[config.mk]
export PLATFORM = sky130hd
export DESIGN_NAME = event_capture
export DESIGN_NICKNAME = d
export VERILOG_FILES = /design/src/evcap_pkg.sv /design/src/event_capture.sv /design/src/event_edge.sv /design/src/prio_pick.sv
export SDC_FILE = /design/constraint.sdc
export NUM_CORES = 1
export LEC_CHECK = 0
export ABC_AREA = 0
export BUFFER_PORTS_ARGS = -buffer_cell sky130_fd_sc_hd__buf_2
export CAP_MARGIN = 40
export CORE_AREA = 2 2 304 306
export CTS_BUF_LIST = sky130_fd_sc_hd__clkbuf_4
export DETAILED_ROUTE_END_ITERATION = 10
export DIE_AREA = 0 0 306 308
export GPL_TIMING_DRIVEN = 1
export PLACE_DENSITY = 0.55
export SLEW_MARGIN = 20
export SYNTH_ARGS = -nofsm -noshare
export SYNTH_HDL_FRONTEND = slang
export SYNTH_SLANG_ARGS = --single-unit
[constraint.sdc]
create_clock -name clk -period 73.7 [get_ports clk]
set_input_delay 22.11 -clock clk [delete_from_list [all_inputs] [get_ports clk]]
set_output_delay 22.11 -clock clk [all_outputs]
set_load 0.05 [all_outputs]
[src/evcap_pkg.sv]
/*
 * Shared constants and types for the channel event capture block.
 * Assumes a 32-bit AXI4-Lite register bus and 64 fixed event inputs.
 */
package evcap_pkg;
	localparam int NUM_CHAN = 64;
	localparam int CHAN_W = 6;
	localparam int PRIO_W = 3;
	localparam int ADDR_W = 12;

	// Register byte offsets
	localparam logic [ADDR_W-1:0] OFS_LATCH_LOW = 12'h000;
	localparam logic [ADDR_W-1:0] OFS_LATCH_HIGH = 12'h004;
	localparam logic [ADDR_W-1:0] OFS_ENABLE_LOW = 12'h008;
	localparam logic [ADDR_W-1:0] OFS_ENABLE_HIGH = 12'h00C;
	localparam logic [ADDR_W-1:0] OFS_SET_LOW = 12'h010;
	localparam logic [ADDR_W-1:0] OFS_SET_HIGH = 12'h014;
	localparam logic [ADDR_W-1:0] OFS_INT_STATUS = 12'h018;
	localparam logic [ADDR_W-1:0] OFS_INT_MASK = 12'h01C;
	localparam logic [ADDR_W-1:0] OFS_PARAM_BASE = 12'h100;
	localparam logic [ADDR_W-1:0] OFS_PARAM_LAST = 12'h1FC;

	// Parameter word field: priority in the low bits
	localparam int PRIO_LSB = 0;

	// Interrupt status bit positions
	localparam int INT_ISSUE = 0;
	localparam int INT_OVERRUN = 1;
	localparam int INT_W = 2;

	// Reset values
	localparam logic [NUM_CHAN-1:0] RST_LATCH = 64'h0000_0000_0000_0000;
	localparam logic [NUM_CHAN-1:0] RST_ENABLE = 64'h0000_0000_0000_0000;
	localparam logic [PRIO_W-1:0] RST_PRIO = 3'h0;
	localparam logic [INT_W-1:0] RST_INT = 2'h0;

	localparam logic [1:0] RESP_OKAY = 2'h0;
	localparam logic [1:0] RESP_SLVERR = 2'h2;

	// Request handed to the transfer engine
	typedef struct packed {
		logic [CHAN_W-1:0] chan;
		logic [PRIO_W-1:0] prio;
	} xfer_req_t;
endpackage

[src/event_capture.sv]
/*
 * Event capture front end of a multi-channel transfer controller.
 * Latches one fixed event per channel, gates it by the enable bits and
 * hands the best pending channel to the transfer engine with its priority.
 * Assumes a single clock, AXI4-Lite software access, same-clock events.
 */
`timescale 1ns/1ns
module event_capture
	import evcap_pkg::*;
#(
	parameter int N = NUM_CHAN
) (
	input wire logic clk,
	input wire logic rst,
	input wire logic [N-1:0] eventIn,
	output xfer_req_t xferReq,
	output logic xferValid,
	input wire logic xferReady,
	output logic irq,
	input wire logic [ADDR_W-1:0] s_axi_awaddr,
	input wire logic s_axi_awvalid,
	output logic s_axi_awready,
	input wire logic [31:0] s_axi_wdata,
	input wire logic [3:0] s_axi_wstrb,
	input wire logic s_axi_wvalid,
	output logic s_axi_wready,
	output logic [1:0] s_axi_bresp,
	output logic s_axi_bvalid,
	input wire logic s_axi_bready,
	input wire logic [ADDR_W-1:0] s_axi_araddr,
	input wire logic s_axi_arvalid,
	output logic s_axi_arready,
	output logic [31:0] s_axi_rdata,
	output logic [1:0] s_axi_rresp,
	output logic s_axi_rvalid,
	input wire logic s_axi_rready
);
	logic [N-1:0] latch_q, latch_d, enable_q;
	logic [PRIO_W-1:0] prio_q [N];
	logic [N*PRIO_W-1:0] prioFlat;
	logic [INT_W-1:0] status_q, mask_q;
	logic [ADDR_W-1:0] awAddr_q;
	logic [31:0] wData_q;
	logic [3:0] wStrb_q;
	logic wrDo;
	logic [N-1:0] evPulse, swSet, swClr, issueClr;
	logic [INT_W-1:0] intEv, intClr;
	logic pickFound;
	logic [CHAN_W-1:0] pickChan;
	logic [PRIO_W-1:0] pickPrio;
	logic issue;

	// Merge byte lanes of a write into an old word
	function automatic logic [31:0] merge(input logic [31:0] old, input logic [31:0] data,
		input logic [3:0] strb);
		logic [31:0] r;
		r = old;
		for (int b = 0; b < 4; b++) begin
			if (strb[b]) begin
				r[b*8 +: 8] = data[b*8 +: 8];
			end
		end
		return r;
	endfunction

	// True when the address selects the same 32-bit word as the given offset
	function automatic logic hit(input logic [ADDR_W-1:0] a, input logic [ADDR_W-1:0] ofs);
		return a[ADDR_W-1:2] == ofs[ADDR_W-1:2];
	endfunction

	// One edge detector per channel input; bit i always feeds channel i
	event_edge #(.N(N)) u_edge (
		.clk(clk),
		.rst(rst),
		.eventIn(eventIn),
		.eventPulse(evPulse)
	);

	// Write address and data channels taken independently
	always_ff @(posedge clk) begin
		if (rst) begin
			s_axi_awready <= 1'b1;
			awAddr_q <= '0;
		end else if (s_axi_awvalid && s_axi_awready) begin
			s_axi_awready <= 1'b0;
			awAddr_q <= s_axi_awaddr;
		end else if (wrDo) begin
			s_axi_awready <= 1'b1;
		end
	end

	always_ff @(posedge clk) begin
		if (rst) begin
			s_axi_wready <= 1'b1;
			wData_q <= '0;
			wStrb_q <= '0;
		end else if (s_axi_wvalid && s_axi_wready) begin
			s_axi_wready <= 1'b0;
			wData_q <= s_axi_wdata;
			wStrb_q <= s_axi_wstrb;
		end else if (wrDo) begin
			s_axi_wready <= 1'b1;
		end
	end

	// Write commits once both halves are held and no response is pending
	assign wrDo = !s_axi_awready && !s_axi_wready && !s_axi_bvalid;

	always_ff @(posedge clk) begin
		if (rst) begin
			s_axi_bvalid <= 1'b0;
			s_axi_bresp <= RESP_OKAY;
		end else if (wrDo) begin
			s_axi_bvalid <= 1'b1;
			s_axi_bresp <= (awAddr_q <= OFS_INT_MASK ||
				(awAddr_q >= OFS_PARAM_BASE && awAddr_q <= OFS_PARAM_LAST)) ?
				RESP_OKAY : RESP_SLVERR;
		end else if (s_axi_bready) begin
			s_axi_bvalid <= 1'b0;
		end
	end

	// Software set and write-one-to-clear masks for the latch
	always_comb begin
		swSet = '0;
		swClr = '0;
		intClr = '0;
		if (wrDo) begin
			if (hit(awAddr_q, OFS_SET_LOW)) swSet[31:0] = merge('0, wData_q, wStrb_q);
			if (hit(awAddr_q, OFS_SET_HIGH)) swSet[63:32] = merge('0, wData_q, wStrb_q);
			if (hit(awAddr_q, OFS_LATCH_LOW)) swClr[31:0] = merge('0, wData_q, wStrb_q);
			if (hit(awAddr_q, OFS_LATCH_HIGH)) swClr[63:32] = merge('0, wData_q, wStrb_q);
			if (hit(awAddr_q, OFS_INT_STATUS)) intClr = wData_q[INT_W-1:0];
		end
	end

	// Enable bits and interrupt mask
	always_ff @(posedge clk) begin
		if (rst) begin
			enable_q <= RST_ENABLE;
			mask_q <= RST_INT;
		end else if (wrDo) begin
			if (hit(awAddr_q, OFS_ENABLE_LOW)) enable_q[31:0] <= merge(enable_q[31:0], wData_q, wStrb_q);
			if (hit(awAddr_q, OFS_ENABLE_HIGH)) enable_q[63:32] <= merge(enable_q[63:32], wData_q, wStrb_q);
			if (hit(awAddr_q, OFS_INT_MASK)) mask_q <= wData_q[INT_W-1:0];
		end
	end

	// Per-channel priority held in the parameter memory
	always_ff @(posedge clk) begin
		if (rst) begin
			for (int i = 0; i < N; i++) begin
				prio_q[i] <= RST_PRIO;
			end
		end else if (wrDo && wStrb_q[0] && awAddr_q >= OFS_PARAM_BASE && awAddr_q <= OFS_PARAM_LAST) begin
			prio_q[awAddr_q[7:2]] <= wData_q[PRIO_LSB +: PRIO_W];
		end
	end

	// Only channels both latched and enabled compete for service
	always_comb begin
		for (int i = 0; i < N; i++) begin
			prioFlat[i*PRIO_W +: PRIO_W] = prio_q[i];
		end
	end

	prio_pick #(.N(N)) u_pick (
		.ready(latch_q & enable_q),
		.prioFlat(prioFlat),
		.found(pickFound),
		.chan(pickChan),
		.prio(pickPrio)
	);

	assign issue = pickFound && (!xferValid || xferReady);
	assign issueClr = issue ? (N'(1) << pickChan) : '0;

	// Latch sets regardless of enable; a set in the clearing cycle wins
	assign latch_d = (latch_q & ~swClr & ~issueClr) | evPulse | swSet;

	always_ff @(posedge clk) begin
		if (rst) begin
			latch_q <= RST_LATCH;
		end else begin
			latch_q <= latch_d;
		end
	end

	// Request to the transfer engine, held until taken
	always_ff @(posedge clk) begin
		if (rst) begin
			xferValid <= 1'b0;
			xferReq <= '0;
		end else if (issue) begin
			xferValid <= 1'b1;
			xferReq.chan <= pickChan;
			xferReq.prio <= pickPrio;
		end else if (xferReady) begin
			xferValid <= 1'b0;
		end
	end

	// Interrupt status: issue and overrun, sticky, write one to clear
	assign intEv[INT_ISSUE] = xferValid && xferReady;
	assign intEv[INT_OVERRUN] = |(evPulse & latch_q);

	always_ff @(posedge clk) begin
		if (rst) begin
			status_q <= RST_INT;
			irq <= 1'b0;
		end else begin
			status_q <= (status_q & ~intClr) | intEv;
			irq <= |(status_q & mask_q);
		end
	end

	// Read channel: one word returned the cycle after the address
	always_ff @(posedge clk) begin
		if (rst) begin
			s_axi_arready <= 1'b1;
			s_axi_rvalid <= 1'b0;
			s_axi_rdata <= '0;
			s_axi_rresp <= RESP_OKAY;
		end else if (s_axi_arvalid && s_axi_arready) begin
			s_axi_arready <= 1'b0;
			s_axi_rvalid <= 1'b1;
			s_axi_rresp <= RESP_OKAY;
			s_axi_rdata <= '0;
			if (s_axi_araddr >= OFS_PARAM_BASE && s_axi_araddr <= OFS_PARAM_LAST) begin
				s_axi_rdata[PRIO_LSB +: PRIO_W] <= prio_q[s_axi_araddr[7:2]];
			end else begin
				unique case (s_axi_araddr)
					OFS_LATCH_LOW: s_axi_rdata <= latch_q[31:0];
					OFS_LATCH_HIGH: s_axi_rdata <= latch_q[63:32];
					OFS_ENABLE_LOW: s_axi_rdata <= enable_q[31:0];
					OFS_ENABLE_HIGH: s_axi_rdata <= enable_q[63:32];
					OFS_SET_LOW, OFS_SET_HIGH: s_axi_rdata <= '0;
					OFS_INT_STATUS: s_axi_rdata[INT_W-1:0] <= status_q;
					OFS_INT_MASK: s_axi_rdata[INT_W-1:0] <= mask_q;
					default: s_axi_rresp <= RESP_SLVERR;
				endcase
			end
		end else if (s_axi_rvalid && s_axi_rready) begin
			s_axi_rvalid <= 1'b0;
			s_axi_arready <= 1'b1;
		end
	end
endmodule

[src/event_edge.sv]
/*
 * Turns each event input into a one-cycle pulse on its rising edge.
 * Assumes the inputs come from peripheral logic on the same clock.
 */
`timescale 1ns/1ns
module event_edge
	import evcap_pkg::*;
#(
	parameter int N = NUM_CHAN
) (
	input wire logic clk,
	input wire logic rst,
	input wire logic [N-1:0] eventIn,
	output logic [N-1:0] eventPulse
);
	logic [N-1:0] prev_q;

	// Remember the previous level of every input
	always_ff @(posedge clk) begin
		if (rst) begin
			prev_q <= '0;
		end else begin
			prev_q <= eventIn;
		end
	end

	// Rising edge marks one event
	assign eventPulse = eventIn & ~prev_q;
endmodule

[src/prio_pick.sv]
/*
 * Picks the ready channel with the best priority; lowest value wins,
 * ties go to the lowest channel number. Purely combinational.
 */
`timescale 1ns/1ns
module prio_pick
	import evcap_pkg::*;
#(
	parameter int N = NUM_CHAN
) (
	input wire logic [N-1:0] ready,
	input wire logic [N*PRIO_W-1:0] prioFlat,
	output logic found,
	output logic [CHAN_W-1:0] chan,
	output logic [PRIO_W-1:0] prio
);
	// Scan all channels, keeping the best one seen
	always_comb begin
		found = 1'b0;
		chan = '0;
		prio = '1;
		for (int i = 0; i < N; i++) begin
			if (ready[i] && (!found || prioFlat[i*PRIO_W +: PRIO_W] < prio)) begin
				found = 1'b1;
				chan = CHAN_W'(i);
				prio = prioFlat[i*PRIO_W +: PRIO_W];
			end
		end
	end
endmodule

* Yosys cells after proc, flatten, opt, wreduce, memory -nomap -nowiden
Memories as Yosys holds them, arrays and structs flattened. Cells that the tools add are included.
Operators by class: reductions and logical operators 228, bitwise gates (word level) 14, eq/ne operators 14, muxes and demuxes 230, $lt $le $gt $ge 68, shift operators 1
Operators with widths (count):
- AND 64 bit | 5
- 2-to-1 mux 3 bit | 70
- 2-to-1 mux 6 bit | 33
- 2-to-1 mux 64 bit | 3
- inverter 64 bit | 3
- less-than comparator 3 bit | 63
- 2-to-1 mux 32 bit | 4
- OR 64 bit | 2
- one-hot mux 30 bit (4 select lines) | 1
- 2-to-1 mux 1 bit | 82
- 2-to-1 mux 5 bit | 16
- logical AND 1 bit | 76
- logical NOT 1 bit | 67
- logical OR 1 bit | 65
- OR reduction 64 bit | 1
- << shifter 1 x 6 -> 64 bit, first input constant | 1
- equality test 12 x 5 -> 1 bit, second input constant | 4
- equality test 10 x 3 -> 1 bit, second input constant | 4
- 2-to-1 mux 4 bit | 8
- 2-to-1 mux 8 bit | 4
- 2-to-1 mux 29 bit | 1
- equality test 12 x 4 -> 1 bit, second input constant | 2
- >= comparator 12 x 9 -> 1 bit, second input constant | 2
- less-or-equal comparator 12 x 9 -> 1 bit, second input constant | 2
- other kinds (17) | 36
Storage, ports and cells: logic and storage cells 583, memory bits (writable) 192, output and inout port bits 52, bits of input ports 132, flip-flop bits (word level) 296, memories 1
Memories:
- prio_q | depth 64, bits a word 3, read ports 65, clocked after Yosys merged registers in 0, write ports 64, RTL line event_capture.sv:39 | logic [PRIO_W-1:0] prio_q [N];

* Longest topological paths before layout
Gate-level depths: netlist (run 1).
depth after elaboration 260, gate-level depth with buffers 463, gate-level depth less buffers 452

* Hierarchy
From an unflattened synthesis (run 1), not the netlist that was laid out.
Second synthesis, totals: cells, all modules 3890, area total of the unflattened synthesis 33547.2 um^2
Modules (own cells, without submodules):
- event_capture | times used 1, area an instance 19717.7 um^2, cells an instance 1967, sequential area each 10369.9 um^2
- prio_pick | times used 1, area an instance 11511.0 um^2, cells an instance 1724, sequential area each 0.0 um^2
- event_edge | times used 1, area an instance 2318.5 um^2, cells an instance 199, sequential area each 1281.2 um^2

* Least setup slack after synthesis (run 1)
Ideal clock, no wire load.
kind reg-to-reg, from reg latch_q[0], to reg latch_q[21], arrival 75104 ps, stages on the path, launching flop included 431, setup time 139 ps, data required time 73561 ps, period minus slack after synthesis 75242 ps, slack -1542 ps, buffers on the path 11, cells stage by stage dfxtp_1 -> nand2_1 -> o22ai_1 -> ha_1 -> or2_2 -> a2111oi_2 -> a21o_2 -> a21o_1 -> nand2_1 -> o21ai_0 -> inv_1 -> ha_1 -> inv_1 -> o21ai_1 -> or3_1 -> mux2i_1 -> nor3_1 -> a21oi_1 -> (+395 left out) -> a21o_1 -> a211oi_1 -> o211ai_1 -> and2b_1 -> mux2i_1 -> inv_1 -> ha_1 -> nor4_1 -> o31ai_4 -> buf_6 -> nor2_1 -> a21oi_1 -> ha_1 -> o211ai_1 -> o21ai_2 -> nand3_2 -> nor4b_2 -> a31oi_1
Between the ends: longest elaborated chain between the ends 260, elaborated cells between the ends (all ways) 450, classes of those cells order compare (63); shift (1); mux (191); bitwise (5); reduce/logical (190)
RTL lines:
- start, declared | RTL line event_capture.sv:38 | logic [N-1:0] latch_q, latch_d, enable_q;
- start signal, assigned | RTL line event_capture.sv:185 | latch_q <= latch_d;
- AND 64 bit * | RTL line event_capture.sv:168 | .ready(latch_q & enable_q),
- 2-to-1 mux 3 bit or 2-to-1 mux 1 bit (tied branches) | RTL line prio_pick.sv:23 | if (ready[i] && (!found || prioFlat[i*PRIO_W +: PRIO_W] < prio)) begin
- less-than comparator 3 bit or logical NOT 1 bit (tied branches) | RTL line prio_pick.sv:23
- logical OR 1 bit | RTL line prio_pick.sv:23
- logical AND 1 bit | RTL line prio_pick.sv:23
- 2-to-1 mux 3 bit or 2-to-1 mux 1 bit (tied branches) | RTL line prio_pick.sv:23
- less-than comparator 3 bit or logical NOT 1 bit (tied branches) | RTL line prio_pick.sv:23
- logical OR 1 bit | RTL line prio_pick.sv:23
- (+243 left out)
- logical OR 1 bit | RTL line prio_pick.sv:23
- logical AND 1 bit | RTL line prio_pick.sv:23
- 2-to-1 mux 6 bit or 2-to-1 mux 1 bit (tied branches) | RTL line prio_pick.sv:23
- << shifter 1 x 6 -> 64 bit or logical AND 1 bit (tied branches) | RTL line event_capture.sv:176, event_capture.sv:175
- 2-to-1 mux 64 bit * | RTL line event_capture.sv:176 | assign issueClr = issue ? (N'(1) << pickChan) : '0;
- inverter 64 bit * | RTL line event_capture.sv:179 | assign latch_d = (latch_q & ~swClr & ~issueClr) | evPulse | swSet;
- AND 64 bit * | RTL line event_capture.sv:179
- OR 64 bit * (2 in a row) | RTL line event_capture.sv:179
Mark *: on every way between the ends. The rest lies on a longest branch, timed or not. A chain may end at the register's enable or synchronous reset.

==> results.py, run 1 <==
metrics = {
    "floorplan": {
        "die_height_um": 308,
        "placementRows": 111,
        "initial_core_util_pct": 36.7,
        "fp.coreArea_sq_um": 91000,
        "io-pin-count": 184,
        "die_x_um": 306,
        "die_area_sq_um": 94200,
    },
    "global_routing": {
        "grt_first_pass_wirelength_um": 206000,
        "grt_remaining_overflow": 0,
        "total_global_routing_track_utilization_pct": 28.9,
        "grt_pass1_vias": 32500,
        "grt_max_degree": 78,
        "grt_antenna_before_repair": 9,
    },
    "layout": {
        "final_nets": 4752,
        "post-route-cell-area_sq_um": 42000,
        "area_growth_pct": 25.9,
        "layout.filler_cells": 8957,
        "post_route_cells_drive_above_1_share_pct": 30.9,
        "non_filler_instance_count_after_layout": 5849,
        "final_core_util_pct": 46.2,
    },
    "synthesis": {
        "synth.area.mux_share_pct": 8.23,
        "cell_with_the_most_instances_after_synthesis": "nand2_1",
        "count_of_flip_flops_with_a_built_in_enable_after_synthesis": 192,
        "distinct_cell_type_count_of_the_synthesized_netlist": 145,
        "yosys.area_share.xor_xnor_pct": 0,
        "synth_ff_type": "dfxtp_1",
        "synth_compound_area_share_pct": 23.6,
        "syn-mean-instance-area_sq_um": 8.36,
        "post_synth_fa_ha_maj_area_fraction_pct": 2.99,
        "synth_sequential_area_ratio_pct": 34.9,
        "async_reset_ff_share_pct": 0,
        "netlist.top_cell.by_area": "dfxtp_1",
        "post_synth_main_area_contributors": "dfxtp_1 18%, edfxtp_1 17%, nand2_1 7.9%",
        "yosys_warnings": 0,
        "share_of_the_synthesized_area_in_the_top_cell_type_pct": 17.6,
        "synthesis.area_sq_um": 33400,
        "yosys.area_share.simple_pct": 25.8,
        "synth-seq-cells": 486,
        "count_of_mapped_cells_out_of_synthesis": 3992,
        "netlist_top_cells_count": "702 x nand2_1, 346 x nor2_1, 294 x dfxtp_1",
        "synth_top_family_by_area": "simple AND/OR/NAND/NOR gates",
    },
    "detailed_routing": {
        "drtAntennaViolNets": 0,
        "vias": 35000,
        "remaining_drc_errors": 0,
        "detail_route.wirelength_um": 142000,
        "via_per_inst": 5.99,
        "drt-initial-drc-count": 3729,
        "route.detailed.wl_per_inst_um": 24.3,
        "detail_route.first_pass.iterations": 6,
    },
    "clock_network": {
        "clk-insertion-delay-late_ns": 1.04,
        "cts.sink_count": 486,
        "h_tree_levels": 4,
        "cts-root-to-sink-buffers": 3,
        "cts_buffers": 140,
        "cts_root_buffer": "clkbuf_4",
        "cts.clk_slew.worst_paths_ns": 0.08,
        "tritoncts_clock_tree": "done",
        "cts_hold_buffers": 0,
    },
    "job": {
        "number_of_max_capacitance_violations_reported": 0,
    },
    "placed_design": {
        "number_of_placed_instances_taps_included": 5435,
        "placed_cell_area_sq_um": 37100,
        "detailedPlacementHpwl_um": 106000,
        "port_buffers": 181,
        "gp_weighted_congestion": 0.988,
    },
    "critical_path": {
        "timing.setup.critical_path_class": "reg2reg",
        "slowest_library_cell_on_the_worst_path": "nor2_1",
        "worstPathMaxFanout": 7,
        "endpoint_kind": "register",
        "timing.critical_path.buf_inv": 42,
        "timing.critical_path.from_type": "register",
        "worst_path_most_repeated_cell": "a21oi_2",
        "reg2reg_slack_ns": 2.49,
        "timing.critical_path.slowest_cell_delay_ns": 0.57,
        "cp.arrival_ns": 72.09,
        "crit_family": "compound AO/OA/AOI/OAI gates",
        "required_ns": 74.58,
    },
    "sta": {
        "timing.final.setup_violations": 0,
        "report.final.slew_viol_count": 0,
        "final.hold.worst_slack_ns": 0.450,
        "max-slew-margin-rel_pct": 40.5,
        "post-route-period-util_pct": 96.6,
        "worst_slew_pin_slew_ns": 0.869,
        "fin_skew_ns": 0.0664,
        "hold_viol": 0,
        "post-route-min-period_ns": 71.21,
        "fmax_ghz": 0.0140,
    },
    "pwr": {
        "p_per_area_nw_per_um2": 15.0,
        "static-leakage-power_nw": 17.2,
        "vdd.ir_drop.worst_mv": 0.0143,
    },
    "min_path": {
        "worst_hold_path_type": "reg2reg",
    },
    "outcome": {
        "outcome": "finished clean",
    },
}
-- sequential cells by signal (all words and copies together), names as in the netlist, 9 cells and up --
| signal | cells |
|---|---|
| enable_q | 64 |
| wData_q | 32 |
| latch_q | 64 |
| xferReq | 9 |
| s_axi_rdata | 32 |
| u_edge.prev_q | 64 |
| awAddr_q | 12 |
| prio_q | 192 |
-- tightest hold or removal path, cell delays in order, from the launching register on --
cell and delay [ns]:
dfxtp_1 0.31, nand2_1 0.05, a21oi_1 0.05
-- metal layers --
| metal | wire [um] | GRT usage (%) | vias to the layer above |
|---|---|---|---|
| li1 | - | - | 16000 |
| met1 | 59800 | 39.2 | 17000 |
| met2 | 62500 | 44.3 | 1760 |
| met3 | 13100 | 5.74 | 285 |
| met4 | 6900 | 13.8 | 2 |
| met5 | 13 | 0 | - |
-- through the flow --
step / power, W / setup TNS (ns) / setup slack, ns
after floorplan: 0.000341 / 0 / 0.00663
after global placement: 0.000372 / -12.63 / -0.578
after CTS: 0.000631 / 0 / 0.00214
after global routing: 0.000654 / -67.95 / -1.12
final: 0.000631 / 0 / 2.49
after detailed placement: 0.000372 / -131.29 / -2.23
-- repair_timing --
item,4_1_cts,5_1_grt
setup endpoints to repair,73,73
resized for setup,60,368
pin swaps,29,162
buffers inserted,52,108
cloned,1,0
-- power breakdown --
part | switching (W) | leakage [nW] | internal [W] | total (W)
clock | 0.000127 | 1.07 | 0.000132 | 0.000259
combinational | 0.0000411 | 11.7 | 0.0000232 | 0.0000642
sequential | 0.0000177 | 4.39 | 0.000289 | 0.000307
-- kinds of logic (layout without fill, tap and decap cells) --
| logic type | count (synthesis) | after routing |
|---|---|---|
| AO/OA/AOI/OAI | 1148 | 1148 |
| adder cells (fa/ha/maj) | 83 | 83 |
| buffers and inverters | 331 | 993 |
| flip-flops | 486 | 486 |
| multiplexers | 154 | 154 |
| other | 1 | 9 |
| AND/OR/NAND/NOR | 1789 | 1790 |
-- cell type report --
cell class | count | area (sq um) | share of cell area, %
Antenna cell | 7 | 17.5 | 0.0417
Timing Repair Buffer | 617 | 4270 | 10.2
Inverter | 133 | 507 | 1.21
Multi-Input combinational cell | 3177 | 22300 | 53.1
Sequential cell | 486 | 11700 | 27.7
Clock inverter | 38 | 239 | 0.569
Clock buffer | 205 | 1540 | 3.66
Tap cell | 1186 | 1480 | 3.53
-- final timing paths --
path / start / to / cells past startpoint
worst max-delay path: prio_q[1][1]$_SDFFCE_PN0P_ / latch_q[62]$_SDFF_PP0_ / 407
worst min-delay path: wStrb_q[3]$_SDFFE_PP0P_ / wStrb_q[3]$_SDFFE_PP0P_ / 2
worst max register to register: prio_q[1][1]$_SDFFCE_PN0P_ / latch_q[62]$_SDFF_PP0_ / 407
worst min register to register: wStrb_q[3]$_SDFFE_PP0P_ / wStrb_q[3]$_SDFFE_PP0P_ / 2
-- layout by cell type, fill, tap and decap left out, types with 16 or more instances in the layout --
cell type,n
or2_2,25
o21ai_1,22
and2_1,53
nand3_1,139
o21a_1,20
ha_2,18
nor2_2,22
mux2i_1,27
mux2_4,16
nand4_1,25
buf_4,426
a211oi_2,16
nand2b_1,34
a21oi_2,45
buf_2,180
a22oi_1,65
a31oi_1,144
and2_4,19
o21ai_2,22
o21ai_0,165
nor2b_1,129
a211oi_1,25
inv_1,117
a211o_1,20
mux4_2,93
ha_4,20
edfxtp_1,192
nor3_1,37
nand2_2,24
nor2_1,314
clkbuf_4,205
dfxtp_1,294
and3_1,85
a21o_1,64
nand2_1,676
ha_1,27
o211ai_1,30
a21oi_1,232
No activity file was read; power rests on OpenSTA's default activity.
==> inputs of run 2 (changes only) <==
ABC_AREA = 1   (was 0)
CORE_AREA = 2 2 292 294   (was 2 2 304 306)
DIE_AREA = 0 0 294 296   (was 0 0 306 308)
PLACE_DENSITY = 0.56   (was 0.55)
==> results.py, run 2 <==
metrics = {
    "global_routing": {
        "grt_pass1_vias": 28800,
        "total_global_routing_track_utilization_pct": 25.5,
        "grt_first_pass_wirelength_um": 170000,
        "grt_max_degree": 93,
        "grt_antenna_before_repair": 3,
        "grt_remaining_overflow": 0,
    },
    "pwr": {
        "power.internal_w": 0.000440,
        "p_per_area_nw_per_um2": 17.8,
        "vdd.ir_drop.worst_mv": 0.0124,
        "static-leakage-power_nw": 16.7,
        "seqPwrFrac_pct": 48.3,
        "switching_share_pct": 28.6,
        "share_clk_of_total_power_pct": 41.6,
        "p_switching_w": 0.000177,
        "combPwrFrac_pct": 10.1,
    },
    "critical_path": {
        "slowest_library_cell_on_the_worst_path": "dfxtp_1",
        "rr_endpoint": "latch_q[11]$_SDFF_PP0_",
        "register_to_register_path_depth": 502,
        "worst_path_most_repeated_cell": "nand2_1",
        "worstReg2RegStart": "latch_q[0]$_SDFF_PP0_",
        "timing.critical_path.from_type": "register",
        "timing.setup.critical_path_class": "reg2reg",
        "worstPathMaxFanout": 30,
        "timing.critical_path.slowest_cell_delay_ns": 0.54,
        "endpoint_kind": "register",
        "required_ns": 74.56,
        "reg2reg_slack_ns": 12.35,
        "cp.arrival_ns": 62.22,
    },
    "detailed_routing": {
        "vias": 31100,
        "via_per_inst": 5.22,
        "detail_route.first_pass.iterations": 6,
        "remaining_drc_errors": 0,
        "drt-initial-drc-count": 3105,
        "drtAntennaViolNets": 0,
        "detail_route.wirelength_um": 113000,
        "route.detailed.wl_per_inst_um": 18.9,
    },
    "layout": {
        "post_route_cells_drive_above_1_share_pct": 14.3,
        "area_growth_pct": 12.3,
        "mostFrequentLayoutCells": "1136 x nand2_1, 654 x inv_1, 542 x nor2_1",
        "final_common_cell": "nand2_1",
        "final_nets": 4947,
        "largest_register_ff_count": 192,
        "non_filler_instance_count_after_layout": 5951,
        "regMostFlops": "prio_q",
    },
    "floorplan": {
        "die_height_um": 296,
        "die_area_sq_um": 87000,
        "placementRows": 107,
        "die_x_um": 294,
        "fp.coreArea_sq_um": 84200,
        "initial_core_util_pct": 36.6,
        "io-pin-count": 184,
    },
    "clock_network": {
        "clk-insertion-delay-late_ns": 1.01,
        "cts.clk_slew.worst_paths_ns": 0.07,
        "h_tree_levels": 4,
        "cts_hold_buffers": 0,
        "cts_buffers": 137,
        "cts-root-to-sink-buffers": 3,
        "tritoncts_clock_tree": "done",
        "cts_root_buffer": "clkbuf_4",
        "postCtsSetupBuffers": 0,
        "cts.sink_count": 486,
        "cts.repair.resized": 0,
    },
    "synthesis": {
        "synth_ff_type": "dfxtp_1",
        "cell_with_the_most_instances_after_synthesis": "nand2_1",
        "yosys_warnings": 0,
        "share_of_the_synthesized_area_in_the_top_cell_type_pct": 19.1,
        "netlist_top_cells_count": "1138 x nand2_1, 656 x inv_1, 548 x nor2_1",
        "count_of_mapped_cells_out_of_synthesis": 4523,
        "syn-mean-instance-area_sq_um": 6.82,
        "netlist.top_cell.by_area": "dfxtp_1",
        "synth-seq-cells": 486,
        "post_synth_main_area_contributors": "dfxtp_1 19%, edfxtp_1 19%, nand2_1 14%",
        "synth_sequential_area_ratio_pct": 37.8,
        "synthesis.area_sq_um": 30800,
        "distinct_cell_type_count_of_the_synthesized_netlist": 61,
        "async_reset_ff_share_pct": 0,
        "count_of_flip_flops_with_a_built_in_enable_after_synthesis": 192,
    },
    "min_path": {
        "min_delay_path_depth": 2,
        "whs_endpoint": "wData_q[25]$_SDFFE_PP0P_",
        "worstHoldStart": "wData_q[25]$_SDFFE_PP0P_",
        "worst_hold_path_type": "reg2reg",
    },
    "sta": {
        "final.hold.worst_slack_ns": 0.454,
        "fmax_ghz": 0.0163,
        "post-route-min-period_ns": 61.35,
        "timing.final.setup_violations": 0,
        "tns_ns": 0,
        "grt_setup_unrepaired": "false",
        "post-route-period-util_pct": 83.2,
        "report.final.slew_viol_count": 0,
        "fin_skew_ns": 0.0939,
        "max-slew-margin-rel_pct": 39.7,
        "hold_viol": 0,
        "worst_slew_pin_slew_ns": 0.905,
    },
    "placed_design": {
        "number_of_placed_instances_taps_included": 5700,
        "port_buffers": 181,
        "detailedPlacementHpwl_um": 83900,
        "gp_weighted_congestion": 0.972,
    },
    "job": {
        "number_of_max_capacitance_violations_reported": 0,
    },
    "outcome": {
        "outcome": "finished clean",
    },
}
run 2: cell count changes in the layout (fill, tap and decap cells not counted), moves of 67 or more:
| cell | previous run | this run |
|---|---|---|
| inv_1 | 117 | 654 |
| nand2_1 | 676 | 1136 |
| buf_4 | 426 | 44 |
| nor2_1 | 314 | 542 |
| nand3_1 | 139 | 346 |
| a31oi_1 | 144 | 7 |
| nor2b_1 | 129 | 0 |
| a21oi_1 | 232 | 347 |
| mux4_2 | 93 | 0 |
| and3_1 | 85 | 0 |
| o22ai_1 | 15 | 92 |
| nand2_4 | 3 | 78 |
| clkinv_1 | 14 | 81 |
run 2: worst max-delay path by stage:
stage / to / slack (ns) / start / cells past startpoint
finish: latch_q[11]$_SDFF_PP0_ / 12.35 / latch_q[0]$_SDFF_PP0_ / 502
global route: latch_q[27]$_SDFF_PP0_ / 4.88 / enable_q[0]$_SDFFE_PP0P_ / 502
CTS: latch_q[4]$_SDFF_PP0_ / 12.24 / enable_q[0]$_SDFFE_PP0P_ / 504
detailed placement: latch_q[4]$_SDFF_PP0_ / 12.42 / latch_q[0]$_SDFF_PP0_ / 504
global placement: latch_q[60]$_SDFF_PP0_ / 13.77 / latch_q[0]$_SDFF_PP0_ / 500
floorplan: latch_q[47]$_SDFF_PP0_ / 20.86 / latch_q[0]$_SDFF_PP0_ / 503
run 2: through the flow:
stage / power [W] / cell area [sq um] / setup WS [ns] / util (%)
floorplan: 0.000340 / 30900 / 20.86 / -
global placement: 0.000364 / 32700 / 13.77 / 38.8
detailed placement: 0.000365 / 32800 / 12.42 / 39.0
CTS: 0.000622 / 34600 / 12.24 / 41.1
global route: 0.000643 / 34700 / 4.88 / 41.1
finish: 0.000617 / 34700 / 12.35 / 41.2
run 2: kinds of logic (layout without fill, tap and decap cells):
logic type,Yosys count,after routing,share of synthesized area [%]
buffers and inverters,870,1200,11.5
AOI/OAI and AO/OA,762,762,14.3
DFF,486,486,37.8
other,1,9,0.0122
adders and majority gates,65,65,2.64
and+or+nand+nor,2339,2339,33.8
run 2: area by class of cell:
type | instances | area (sq um)
sequential | 486 | 11700
tap | 1090 | 1360
clock inverter | 37 | 223
clock buffer | 206 | 1550
fill | 8986 | 49600
multi-input combinational | 3168 | 15700
inverter | 723 | 2720
timing repair buffer | 234 | 1410
antenna | 7 | 17.5
run 2: routing by layer:
layer  track usage, %  routed length (um)
met2             39.8               49400
met4             9.17                3590
met5                0                   0
met1             35.6               50400
met3             4.16                9180
run 2: power by group through the flow:
stage / registers (W) / logic (W) / clock network [W]
after detailed placement: 0.000304 / 0.0000614 / 0
final: 0.000298 / 0.0000622 / 0.000256
after global routing: 0.000299 / 0.0000679 / 0.000276
after floorplan: 0.000302 / 0.0000377 / 0
after CTS: 0.000298 / 0.0000617 / 0.000263
after global placement: 0.000304 / 0.0000603 / 0
run 2: critical path, delay by kind of cell (launching register included):
kind,cells,cell delay (ns)
AOI/OAI and AO/OA,66,16.18
buffers and inverters,60,3.24
adders and majority gates,62,17.63
DFF,1,0.54
and+or+nand+nor,314,23.53
